<file path="src/verilog/vpl_defines.svh">
// constants for the vital product pages and log clear command path
`ifndef VPL_DEFINES_SVH
`define VPL_DEFINES_SVH

`define VPL_OP_INQUIRY 8'h12
`define VPL_OP_LOG_CLEAR 8'h4c
`define VPL_PAGE_MEDIA 8'hd1
`define VPL_PAGE_CARD 8'hd2
`define VPL_PAGE_CACHE 8'hd9
`define VPL_LEN_MEDIA 8'h50
`define VPL_LEN_CARD 8'h34
`define VPL_LEN_CACHE 8'h1c
`define VPL_STR_LEN 8'h10
`define VPL_BYTE0 8'h00
`define VPL_SPACE 8'h20
`define VPL_PC_CURRENT 2'b01
`define VPL_PC_DEFAULT 2'b11
`define VPL_SK_ILLEGAL 4'h5
`define VPL_ASC_BAD_OPCODE 8'h20
`define VPL_ASC_BAD_CDB 8'h24
`define VPL_CDB_VITAL_PRODUCT_SELECT_BIT 0
`define VPL_CDB_RESET_BIT 1
`define VPL_CDB_SAVE_BIT 0
`define VPL_WB_CTRL 8'h00
`define VPL_WB_STATUS 8'h04
`define VPL_WB_CDB0 8'h08
`define VPL_WB_CDB1 8'h0c
`define VPL_WB_CDB2 8'h10
`define VPL_WB_DIDX 8'h14
`define VPL_WB_DATA 8'h18

`endif

</file>
<file path="src/verilog/vpl_pkg.sv">
// shared types of the vital product pages and log clear path
package vpl_pkg;
	typedef logic [9:0][7:0] vpl_cdb_t;
	typedef logic [15:0][7:0] vpl_str_t;
	typedef enum logic [1:0] {
		VPL_IDLE,
		VPL_STREAM,
		VPL_RESP
	} vpl_state_t;
endpackage

</file>
<file path="src/verilog/vpl_if.sv">
// link between initiator end and target end
`timescale 1ns/1ps
interface vpl_if #(
	parameter int NI = 4
);
	import vpl_pkg::*;
	logic cmd_valid;
	vpl_cdb_t cdb;
	logic [$clog2(NI)-1:0] init_id;
	logic busy;
	logic din_valid;
	logic [7:0] din_byte;
	logic done;
	logic check;
	logic [3:0] sense_key;
	logic [7:0] asc;
	modport initiator (output cmd_valid, cdb, init_id, input busy, din_valid, din_byte, done, check, sense_key, asc);
	modport target (input cmd_valid, cdb, init_id, output busy, din_valid, din_byte, done, check, sense_key, asc);
endinterface

</file>
<file path="src/verilog/vpl_page_rom.sv">
// byte generator for the three vendor pages
`timescale 1ns/1ps
`include "vpl_defines.svh"
module vpl_page_rom
	import vpl_pkg::*;
(
	input wire logic [7:0] page_i,
	input wire logic [6:0] idx_i,
	input wire logic media_ok_i,
	input wire logic cache_en_i,
	input wire vpl_str_t media_def_i,
	input wire vpl_str_t motor_sn_i,
	input wire vpl_str_t flex_sn_i,
	input wire vpl_str_t actuator_sn_i,
	input wire vpl_str_t enclosure_sn_i,
	input wire vpl_str_t controller_version_string_i,
	input wire vpl_str_t card_sn_i,
	input wire vpl_str_t card_pn_i,
	input wire vpl_str_t fw_version_i,
	output logic [7:0] byte_o
);
	// non alphanumeric characters, trailing nulls included, become blanks
	function automatic logic [7:0] clean(input vpl_str_t s, input logic [6:0] pos);
		logic [7:0] c;
		c = s[pos[3:0]];
		if ((c >= 8'h30 && c <= 8'h39) || (c >= 8'h41 && c <= 8'h5a) || (c >= 8'h61 && c <= 8'h7a)) begin
			return c;
		end
		return `VPL_SPACE;
	endfunction

	always_comb begin
		byte_o = `VPL_BYTE0;
		if (idx_i == 7'd0) begin
			byte_o = `VPL_BYTE0;
		end else if (idx_i == 7'd1) begin
			byte_o = page_i;
		end else if (idx_i == 7'd2) begin
			byte_o = `VPL_BYTE0;
		end else if (idx_i == 7'd3) begin
			case (page_i)
				`VPL_PAGE_MEDIA: byte_o = `VPL_LEN_MEDIA;
				`VPL_PAGE_CARD: byte_o = `VPL_LEN_CARD;
				default: byte_o = `VPL_LEN_CACHE;
			endcase
		end else if (!media_ok_i) begin
			byte_o = `VPL_SPACE;
		end else begin
			case (page_i)
				`VPL_PAGE_MEDIA: begin
					if (idx_i < 7'd20) byte_o = clean(media_def_i, idx_i - 7'd4);
					else if (idx_i < 7'd36) byte_o = clean(motor_sn_i, idx_i - 7'd20);
					else if (idx_i < 7'd52) byte_o = clean(flex_sn_i, idx_i - 7'd36);
					else if (idx_i < 7'd68) byte_o = clean(actuator_sn_i, idx_i - 7'd52);
					else byte_o = clean(enclosure_sn_i, idx_i - 7'd68);
				end
				`VPL_PAGE_CARD: begin
					if (idx_i == 7'd4 || idx_i == 7'd21 || idx_i == 7'd38) byte_o = `VPL_STR_LEN;
					else if (idx_i < 7'd21) byte_o = clean(controller_version_string_i, idx_i - 7'd5);
					else if (idx_i < 7'd38) byte_o = clean(card_sn_i, idx_i - 7'd22);
					else if (idx_i < 7'd55) byte_o = clean(card_pn_i, idx_i - 7'd39);
					else byte_o = `VPL_BYTE0;
				end
				default: begin
					if (idx_i == 7'd4) byte_o = {7'h00, cache_en_i};
					else if (idx_i < 7'd16) byte_o = `VPL_BYTE0;
					else byte_o = clean(fw_version_i, idx_i - 7'd16);
				end
			endcase
		end
	end
endmodule

</file>
<file path="src/verilog/vpl_target.sv">
// target end: vendor page replies and log clear decode
//
// Functional notes
// - byte 0 reads zero on every page
// - byte 1 echoes the requested page code
// - media page byte 2 zero, length 80
// - five 16-byte identity strings, fixed order
// - media absent: bytes 4 onward are blanks
// - strings alphanumeric, left aligned, blank padded
// - card page byte 2 zero, length 52
// - three length-prefixed strings, byte 55 zero
// - byte 4 bit 0 shows flash cache enabled
// - bytes 16-31 hold firmware version
// - opcode 4ch decoded as log clear
// - counter reset clears, flags other initiators
// - no counter reset: no clear unless 11b
// - initiator sends zero length with counter reset
// - list parameters ignore page control
// - save bit gates saving changed parameters
// - nonzero length without save bit: check
// - page control 11b clears default values
// - 01b with counter reset clears current values
// - page control 11b needs zero length
// - unsupported page code: check condition
// - unit attention to all but issuer
//
// The placing of the registers and the Wishbone interface to the registers were left to the implementer.
`timescale 1ns/1ps
`include "vpl_defines.svh"
module vpl_target
	import vpl_pkg::*;
#(
	parameter int NI = 4
) (
	input wire logic ref_clk_i,
	input wire logic reset_i,
	vpl_if.target link,
	input wire logic media_ok_i,
	input wire logic flash_backed_cache_flag_i,
	input wire vpl_str_t media_def_i,
	input wire vpl_str_t motor_sn_i,
	input wire vpl_str_t flex_sn_i,
	input wire vpl_str_t actuator_sn_i,
	input wire vpl_str_t enclosure_sn_i,
	input wire vpl_str_t controller_version_string_i,
	input wire vpl_str_t card_sn_i,
	input wire vpl_str_t card_pn_i,
	input wire vpl_str_t fw_version_i,
	output logic clear_current_o,
	output logic clear_default_o,
	output logic clear_list_o,
	output logic save_o,
	output logic [NI-1:0] unit_attention_o
);
	if (NI < 2) begin : g_chk
		$error("vpl_target needs at least two initiators");
	end

	typedef struct packed {
		vpl_state_t state;
		logic [7:0] page;
		logic [6:0] idx;
		logic [6:0] last;
		logic busy;
		logic din_valid;
		logic [7:0] din_byte;
		logic done;
		logic check;
		logic [3:0] sense_key;
		logic [7:0] asc;
		logic clr_cur;
		logic clr_def;
		logic clr_list;
		logic save;
		logic [NI-1:0] ua;
	} vpl_tgt_st_t;

	vpl_tgt_st_t q, d;
	logic [7:0] rom_byte;

	// log pages that can be cleared
	function automatic logic log_page_ok(input logic [7:0] p);
		case (p)
			8'h00, 8'h02, 8'h03, 8'h05, 8'h06, 8'h0e, 8'h0f, 8'h15, 8'h18, 8'h30, 8'h37: return 1'b1;
			default: return 1'b0;
		endcase
	endfunction

	function automatic logic vpd_page_ok(input logic [7:0] p);
		return p == `VPL_PAGE_MEDIA || p == `VPL_PAGE_CARD || p == `VPL_PAGE_CACHE;
	endfunction

	vpl_page_rom u_rom (
		.page_i(q.page),
		.idx_i(q.idx),
		.media_ok_i(media_ok_i),
		.cache_en_i(flash_backed_cache_flag_i),
		.media_def_i(media_def_i),
		.motor_sn_i(motor_sn_i),
		.flex_sn_i(flex_sn_i),
		.actuator_sn_i(actuator_sn_i),
		.enclosure_sn_i(enclosure_sn_i),
		.controller_version_string_i(controller_version_string_i),
		.card_sn_i(card_sn_i),
		.card_pn_i(card_pn_i),
		.fw_version_i(fw_version_i),
		.byte_o(rom_byte)
	);

	always_comb begin
		logic reset_bit;
		logic save_bit;
		logic [1:0] page_control_field;
		logic [7:0] pcode;
		logic [15:0] plen;
		logic bad;
		logic change;
		reset_bit = link.cdb[1][`VPL_CDB_RESET_BIT];
		save_bit = link.cdb[1][`VPL_CDB_SAVE_BIT];
		page_control_field = link.cdb[2][7:6];
		pcode = link.cdb[2];
		plen = {link.cdb[7], link.cdb[8]};
		bad = 1'b0;
		change = 1'b0;
		d = q;
		d.din_valid = 1'b0;
		d.done = 1'b0;
		d.clr_cur = 1'b0;
		d.clr_def = 1'b0;
		d.clr_list = 1'b0;
		d.save = 1'b0;
		d.ua = '0;
		case (q.state)
			VPL_IDLE: begin
				if (link.cmd_valid) begin
					d.check = 1'b0;
					d.sense_key = 4'h0;
					d.asc = 8'h00;
					d.state = VPL_RESP;
					if (link.cdb[0] == `VPL_OP_INQUIRY) begin
						if (link.cdb[1][`VPL_CDB_VITAL_PRODUCT_SELECT_BIT] && vpd_page_ok(pcode)) begin
							d.page = pcode;
							d.idx = 7'd0;
							d.state = VPL_STREAM;
							case (pcode)
								`VPL_PAGE_MEDIA: d.last = 7'(`VPL_LEN_MEDIA + 8'd3);
								`VPL_PAGE_CARD: d.last = 7'(`VPL_LEN_CARD + 8'd3);
								default: d.last = 7'(`VPL_LEN_CACHE + 8'd3);
							endcase
						end else begin
							bad = 1'b1;
						end
					end else if (link.cdb[0] == `VPL_OP_LOG_CLEAR) begin
						pcode = {2'b00, link.cdb[2][5:0]};
						if (!log_page_ok(pcode)) bad = 1'b1;
						if (plen != 16'h0000 && !save_bit) bad = 1'b1;
						if (page_control_field == `VPL_PC_DEFAULT && plen != 16'h0000) bad = 1'b1;
						if (reset_bit && plen != 16'h0000) bad = 1'b1;
						if (!bad) begin
							d.clr_def = page_control_field == `VPL_PC_DEFAULT;
							d.clr_cur = reset_bit;
							d.clr_list = reset_bit;
							change = reset_bit || page_control_field == `VPL_PC_DEFAULT;
							d.save = save_bit && change;
							if (change) begin
								d.ua = ~(NI'(1) << link.init_id);
							end
						end
					end else begin
						d.check = 1'b1;
						d.sense_key = `VPL_SK_ILLEGAL;
						d.asc = `VPL_ASC_BAD_OPCODE;
					end
					if (bad) begin
						d.check = 1'b1;
						d.sense_key = `VPL_SK_ILLEGAL;
						d.asc = `VPL_ASC_BAD_CDB;
					end
				end
			end
			VPL_STREAM: begin
				d.din_valid = 1'b1;
				d.din_byte = rom_byte;
				d.idx = q.idx + 7'd1;
				if (q.idx == q.last) begin
					d.state = VPL_RESP;
				end
			end
			VPL_RESP: begin
				d.done = 1'b1;
				d.state = VPL_IDLE;
			end
			default: begin
				d.state = VPL_IDLE;
			end
		endcase
		d.busy = d.state != VPL_IDLE;
	end

	always_ff @(posedge ref_clk_i or posedge reset_i) begin
		if (reset_i) begin
			q <= '0;
		end else begin
			q <= d;
		end
	end

	assign link.busy = q.busy;
	assign link.din_valid = q.din_valid;
	assign link.din_byte = q.din_byte;
	assign link.done = q.done;
	assign link.check = q.check;
	assign link.sense_key = q.sense_key;
	assign link.asc = q.asc;
	assign clear_current_o = q.clr_cur;
	assign clear_default_o = q.clr_def;
	assign clear_list_o = q.clr_list;
	assign save_o = q.save;
	assign unit_attention_o = q.ua;
endmodule

</file>
<file path="src/flat_wrapper.sv">
// flat-port wrapper written by rule: the top's interface ports become plain ports
module vpl_target_flat import vpl_pkg::*;
#(
	parameter int NI = 4
)
  (ref_clk_i, reset_i, media_ok_i, flash_backed_cache_flag_i, media_def_i, motor_sn_i, flex_sn_i, actuator_sn_i, enclosure_sn_i, controller_version_string_i, card_sn_i, card_pn_i, fw_version_i, clear_current_o, clear_default_o, clear_list_o, save_o, unit_attention_o, link_cmd_valid, link_cdb, link_init_id, link_busy, link_din_valid, link_din_byte, link_done, link_check, link_sense_key, link_asc);
  vpl_if #(.NI(NI)) link_i ();
  input wire logic ref_clk_i;
  input wire logic reset_i;
  input wire logic media_ok_i;
  input wire logic flash_backed_cache_flag_i;
  input wire vpl_str_t media_def_i;
  input wire vpl_str_t motor_sn_i;
  input wire vpl_str_t flex_sn_i;
  input wire vpl_str_t actuator_sn_i;
  input wire vpl_str_t enclosure_sn_i;
  input wire vpl_str_t controller_version_string_i;
  input wire vpl_str_t card_sn_i;
  input wire vpl_str_t card_pn_i;
  input wire vpl_str_t fw_version_i;
  output logic clear_current_o;
  output logic clear_default_o;
  output logic clear_list_o;
  output logic save_o;
  output logic [NI-1:0] unit_attention_o;
  input wire logic [$bits(link_i.cmd_valid)-1:0] link_cmd_valid;
  input wire logic [$bits(link_i.cdb)-1:0] link_cdb;
  input wire logic [$bits(link_i.init_id)-1:0] link_init_id;
  output wire logic [$bits(link_i.busy)-1:0] link_busy;
  output wire logic [$bits(link_i.din_valid)-1:0] link_din_valid;
  output wire logic [$bits(link_i.din_byte)-1:0] link_din_byte;
  output wire logic [$bits(link_i.done)-1:0] link_done;
  output wire logic [$bits(link_i.check)-1:0] link_check;
  output wire logic [$bits(link_i.sense_key)-1:0] link_sense_key;
  output wire logic [$bits(link_i.asc)-1:0] link_asc;
  assign link_i.cmd_valid = link_cmd_valid;
  assign link_i.cdb = link_cdb;
  assign link_i.init_id = link_init_id;
  assign link_busy = link_i.busy;
  assign link_din_valid = link_i.din_valid;
  assign link_din_byte = link_i.din_byte;
  assign link_done = link_i.done;
  assign link_check = link_i.check;
  assign link_sense_key = link_i.sense_key;
  assign link_asc = link_i.asc;
  vpl_target #(.NI(NI)) u_core (.ref_clk_i(ref_clk_i), .reset_i(reset_i), .link(link_i), .media_ok_i(media_ok_i), .flash_backed_cache_flag_i(flash_backed_cache_flag_i), .media_def_i(media_def_i), .motor_sn_i(motor_sn_i), .flex_sn_i(flex_sn_i), .actuator_sn_i(actuator_sn_i), .enclosure_sn_i(enclosure_sn_i), .controller_version_string_i(controller_version_string_i), .card_sn_i(card_sn_i), .card_pn_i(card_pn_i), .fw_version_i(fw_version_i), .clear_current_o(clear_current_o), .clear_default_o(clear_default_o), .clear_list_o(clear_list_o), .save_o(save_o), .unit_attention_o(unit_attention_o));
endmodule
</file>
<file path="config.mk">
export PLATFORM = sky130hd
export DESIGN_NAME = vpl_target_flat
export DESIGN_NICKNAME = d
export VERILOG_FILES = /design/src/verilog/vpl_pkg.sv /design/src/verilog/vpl_if.sv /design/src/verilog/vpl_page_rom.sv /design/src/verilog/vpl_target.sv /design/src/flat_wrapper.sv
export VERILOG_INCLUDE_DIRS = /design/src /design/src/verilog
export SDC_FILE = /design/constraint.sdc
export NUM_CORES = 1
export LEC_CHECK = 0
export BUFFER_PORTS_ARGS = -buffer_cell sky130_fd_sc_hd__buf_2
export CORE_AREA = 2 2 490 492
export DETAILED_ROUTE_END_ITERATION = 10
export DIE_AREA = 0 0 492 494
export MAX_ROUTING_LAYER = met4
export PLACE_DENSITY = 0.3
export SLEW_MARGIN = 0
export SYNTH_ARGS = -nofsm -noshare
export SYNTH_HDL_FRONTEND = slang
export SYNTH_SLANG_ARGS = --single-unit
</file>
<file path="constraint.sdc">
create_clock -name ref_clk_i -period 12.85 [get_ports ref_clk_i]
set_input_delay 1.9275 -clock ref_clk_i [delete_from_list [all_inputs] [get_ports ref_clk_i]]
set_output_delay 1.9275 -clock ref_clk_i [all_outputs]
set_load 0.01 [all_outputs]
</file>
# After elaboration in Yosys (flattened, before gate mapping)
# Cells that the tools add are included.
[classes]
n_eq_ne = 30
n_reduce_logical = 67
shift = 1
n_addsub = 10
magnitude_cmp = 71
bitwise_logic = 1
muxes = 176
[op_table]
columns = ["cell", "n"]
rows = [
  ["two-way mux 8 bit", 46],
  ["binary-select mux 8 bit (select 4 bit)", 9],
  [">= comparator 8 x 7 -> 1 bit, second input constant", 18],
  ["less-or-equal comparator 8 x 7 -> 1 bit, second input constant", 18],
  ["two-way mux 1 bit", 107],
  [">= comparator 8 x 6 -> 1 bit, second input constant", 9],
  ["less-or-equal comparator 8 x 6 -> 1 bit, second input constant", 9],
  ["two-way mux 24 bit", 3],
  ["less-than comparator 4 x 5 -> 1 bit, second input constant", 9],
  ["case mux 7 bit (2 select lines)", 3],
  ["equality test 8 bit, second input constant", 5],
  ["logical AND 1 bit", 32],
  ["subtractor 4 x 3 -> 4 bit, second input constant", 8],
  ["less-than comparator 7 x 6 -> 1 bit, second input constant", 4],
  ["two-way mux 13 bit", 2],
  ["logical OR 1 bit", 23],
  ["less-than comparator 7 x 5 -> 1 bit, second input constant", 3],
  ["two-way mux 21 bit", 1],
  ["case mux 8 bit (2 select lines)", 1],
  ["nonzero test 16 bit", 1],
  ["equality test 7 x 2 -> 1 bit, second input constant", 2],
  ["equality test 6 x 2 -> 1 bit, second input constant", 2],
  ["equality test 6 x 3 -> 1 bit, second input constant", 2],
  ["equality test 6 x 4 -> 1 bit, second input constant", 2],
  ["31 further kinds", 37],
]
[totals]
ff_bits = 56
wordCells = 372
out_inout_bits = 32

# Longest topological paths before layout
[logic_depth]
word_depth = 30
ltp_mapped = 19
mapped_depth_nobuf = 11

# Modules after synthesis
# Synthesis repeated with hierarchy kept, for this count alone.
[unflattened]
hier_cells = 1193
area_unflattened_um2 = 13516.7
[by_module_without_submodules]
columns = ["module", "area_per_inst_um2", "cells_per_inst", "seq_area_each_um2", "instances"]
rows = [
  ["vpl_page_rom", 11374.7, 968, 0.0, 1],
  ["vpl_target", 2142.1, 225, 1051.0, 1],
]

# Least setup slack after synthesis
# Ideal clock, no wire load.
[synth_path]
path_kind = "flip-flop to flip-flop"
from = "register u_core.q[39] (netlist bit)"
to = "register u_core.q, in the netlist u_core.link.din_byte[6]"
path_stages_with_launch = 19
slack_ps = 8382
arrival_ps = 4344
n_path_buf = 8
cell_sequence = "dfrtp_1 buf_6 buf_4 buf_6 buf_4 inv_2 clkbuf_1 ha_1 buf_2 clkbuf_1 buf_1 mux4_2 mux2i_1 mux2i_1 o41ai_1 a2bb2oi_2 nor4b_1 a211o_1 a211o_1"
[synth_via]
elab_chain_cells = 29
elab_cells_between_ends = 265
cone_classes = "add/sub (9); order compare (62); eq/ne (6); mux (140); reduce/logical (48)"
[synth_rtl]
columns = ["element", "line", "source"]
rows = [
  ["start, declared", "vpl_target.sv:78", "vpl_tgt_st_t q, d;"],
  ["start signal, assigned", "vpl_target.sv:202", "q <= '0;"],
  ["start signal, assigned", "vpl_target.sv:204", "q <= d;"],
  ["subtractor 4 x 3 -> 4 bit (on tied branches)", "-", ""],
  ["binary-select mux 8 bit (select 4 bit)", "vpl_page_rom.sv:25", "c = s[pos[3:0]];"],
  ["two-way mux 8 bit (not written as such)", "vpl_page_rom.sv:25", ""],
  [">= comparator 8 x 6 -> 1 bit (tied with other cells)", "vpl_page_rom.sv:26", "if ((c >= 8'h30 && c <= 8'h39) || (c >= 8'h41 && c <= 8'h5a) || (c >= 8'h61 && c <= 8'h7a)) begin"],
  ["logical AND 1 bit", "vpl_page_rom.sv:26", ""],
  ["logical OR 1 bit (2 in series)", "vpl_page_rom.sv:26", ""],
  ["two-way mux 1 bit", "vpl_page_rom.sv:26", ""],
  ["two-way mux 1 bit (on tied branches)", "vpl_page_rom.sv:61, vpl_page_rom.sv:54", ""],
  ["[... 12 more ...]", "-", ""],
  ["two-way mux 8 bit (on tied branches)", "vpl_page_rom.sv:59, vpl_page_rom.sv:52", ""],
  ["two-way mux 8 bit (on tied branches)", "vpl_page_rom.sv:58, vpl_page_rom.sv:51", ""],
  ["case mux 8 bit (2 select lines)", "vpl_page_rom.sv:49", "case (page_i)"],
  ["two-way mux 8 bit", "vpl_page_rom.sv:46", "end else if (!media_ok_i) begin"],
  ["two-way mux 8 bit", "vpl_page_rom.sv:40", "end else if (idx_i == 7'd3) begin"],
  ["two-way mux 8 bit", "vpl_page_rom.sv:38", "end else if (idx_i == 7'd2) begin"],
  ["two-way mux 8 bit", "vpl_page_rom.sv:36", "end else if (idx_i == 7'd1) begin"],
  ["two-way mux 8 bit *", "vpl_page_rom.sv:34", "if (idx_i == 7'd0) begin"],
]
# Every way passes the cells marked *; elsewhere a longest branch is shown, timed or not. The select of a mux whose other input is x is not followed.
# A chain may end at the register's enable or synchronous reset.

# Worst setup path after layout
[layout_path]
from = "register u_core.q[39] (netlist bit)"
to = "register u_core.q, in the netlist u_core.link.din_byte[3]"
# Same word-level chain as after synthesis.

==> results.json <==
{
  "groute.usage.overall_pct": 11.7,
  "cts_tree": "built",
  "grt_pass1_wl_um": 183000,
  "drt-initial-drc-count": 1024,
  "drive_above_1_share_pct": 67.5,
  "die_y_um": 494,
  "synthTopCellsByCount": "mux4_2, nand2_1, mux2i_1",
  "ys_ff_latch": 42,
  "drtPass1Iterations": 5,
  "rsz0062_at_grt": "false",
  "yosys_warnings": 0,
  "p_sw_mw": 0.243,
  "synth_edf_count": 0,
  "synth_cell_types": 78,
  "cts.sinks": 42,
  "cts.clk_slew.worst_paths_ns": 0.07,
  "syn_inst": 1204,
  "yosysTopAreaCellShare_pct": 48.6,
  "gr-total-overflow": 0,
  "finalMaxSlewViolations": 0,
  "seq_area_frac_synth_pct": 8.10,
  "hold_path_class": "flip-flop to flip-flop",
  "netSwitchingFraction_pct": 35.8,
  "whs_ns": 0.491,
  "crit_type": "flip-flop to flip-flop",
  "comb_power_share_pct": 60.6,
  "ant_nets": 0,
  "pwr-share-clk_pct": 19.5,
  "vias_per_cell": 3.09,
  "hpwl_um": 133000,
  "fin_skew_ns": 0.00999,
  "start_util_pct": 5.47,
  "die_x_um": 492,
  "drc": 0,
  "cp_data_required_time_ns": 13.00,
  "drv_cap": 0,
  "post_cts_buffers": 0,
  "htree_levels": 2,
  "grt_max_degree": 93,
  "end_kind": "flip-flop",
  "synth_area_um2": 13000,
  "clockBufferDepth": 2,
  "synthToLayoutAreaGrowth_pct": 76.8,
  "worstPathMaxFanout": 44,
  "yosysTopAreaCell": "mux4_2",
  "status": "complete, no violations",
  "vdd_drop_max_uv": 44.1,
  "syn_avg_cell_area_um2": 10.8,
  "worst_pin_slew_ns": 0.963,
  "die-area_um2": 243000,
  "cts_hold_buf": 0,
  "antenna_found_initial": 134,
  "vias": 17200,
  "synth_top_cells_by_area": "mux4_2, dfrtp_1, mux2i_1",
  "synthFlopType": "dfrtp_1",
  "cts_buffers": 5,
  "place.gp.congestion": 0.895,
  "p_int_mw": 0.435,
  "row_count": 179,
  "grt_pass1_vias": 18300,
  "tns_ns": 0,
  "fmax_mhz": 163,
  "io_buffers": 1216,
  "ios": 1271,
  "seqPwrFrac_pct": 19.9,
  "post_cts_resized": 0,
  "coreArea_um2": 237000,
  "clock_latency_ns": 0.29,
  "setup_viol": 0,
  "min_period_ns": 6.13,
  "wl_per_cell_um": 26.2,
  "relSlewSlack_pct": 35.2,
  "powerDensity_nw_per_um2": 29.5,
  "cp.arrival_ns": 6.28,
  "post-synth-top-count-cell": "mux4_2",
  "fin_crit_sh_pct": 47.7,
  "p_leak_nw": 9.71,
  "crit_path_start_kind": "flip-flop",
  "cts-root-buf": "clkbuf_16",
  "fin_nets": 3590,
  "async_reset_ff_share_pct": 100,
  "wl_um": 146000,
  "hold_viol": 0
}
[metrics by stage]
stage	utilization [%]	setup WS, ns	instance area (um^2)	cells	total power [mW]
finish	9.67	6.72	22900	5569	0.678
global route	9.65	6.24	22900	5551	0.725
CTS	9.60	6.55	22800	5509	0.697
detailed placement	9.54	6.57	22700	5501	0.559
global placement	9.54	6.55	22700	5501	0.555
floorplan	-	8.38	13000	1211	0.280
[flip-flops by register name, indices dropped and copies added (netlist names)]
name                     cells
u_core.q                    22
u_core.link.din_byte         8
u_core.unit_attention_o      4
u_core.clear_current_o       1
u_core.clear_default_o       1
u_core.link.asc              1
u_core.link.busy             1
u_core.link.din_valid        1
u_core.link.done             1
u_core.link.sense_key        1
u_core.save_o                1
[cell families (layout without fill, tap and decap cells)]
logic type	count (synthesis)	count (layout)	synth area share, %
muxes	348	348	53.9
xor gates and xnor gates	12	12	0.868
buffers and inverters	154	1285	6.91
adders and majority gates	10	10	0.964
and+or+nand+nor	362	362	13.9
AOI/OAI and AO/OA	275	275	15.3
other	1	68	0.0289
DFF	42	42	8.10
[layer usage]
layer,track usage (%),up-vias,part of all wire [%]
met3,2.48,126,7.5
met5,-,-,0
met4,1.16,0,1.4
met2,19.0,1074,46
li1,-,7419,-
met1,15.4,8605,45
[area by class of cell]
cell class                 count  area [um^2]
inverter                      21         78.8
timing repair buffer        1256         6420
clock inverter                 2         13.8
sequential                    42         1060
clock buffer                   6          129
antenna                       60          150
multi-input combinational   1015        11100
fill                       27900       214000
tap                         3167         3960
[worst max-delay path: stages (launching register included)]
cell and delay (ns):
dfrtp_4 0.82, buf_4 0.52, buf_4 0.64, buf_4 0.75, mux4_2 0.70, a22o_1 0.33
a221oi_2 0.51, a22oi_1 0.14, a21oi_1 0.38, nor4_1 0.15, a2111oi_0 0.81, o21ai_1 0.11
[layout by cell type (no fill, tap or decap), drive strengths merged, types with 10 or more instances in the layout]
master / count
a31oi: 17
nor3: 18
a22o: 16
inv: 18
a21o: 11
dfrtp: 42
nor4: 14
mux4: 280
nor2: 54
a22oi: 50
ha: 10
o21ai: 42
nand3: 50
a21oi: 36
diode: 60
buf: 1256
nand2b: 14
mux2i: 60
nand2: 127
and2: 14
nor2b: 19
a221oi: 18
[path summary, 6_finish.rpt]
path	startpoint	endpoint	slack (ns)	cells after the start
max in group asynchronous	reset_i	u_core.q[39]	10.53	3
setup reg to reg	u_core.q[39]	u_core.link.din_byte[3]	6.72	11
setup / recovery	u_core.q[39]	u_core.link.din_byte[3]	6.72	11
hold reg to reg	u_core.q[55]	u_core.q[55]	0.49	1
min in group asynchronous	reset_i	u_core.clear_current_o	1.78	3
hold / removal	u_core.q[55]	u_core.q[55]	0.49	1
[power by group through the flow]
stage / Clock [mW] / Sequential, mW / Combinational (mW)
final: 0.132 / 0.135 / 0.411
after global routing: 0.145 / 0.135 / 0.445
after CTS: 0.139 / 0.135 / 0.423
after detailed placement: 0 / 0.138 / 0.421
after global placement: 0 / 0.138 / 0.417
after floorplan: 0 / 0.138 / 0.142
Power figures use the tool's default switching activity.
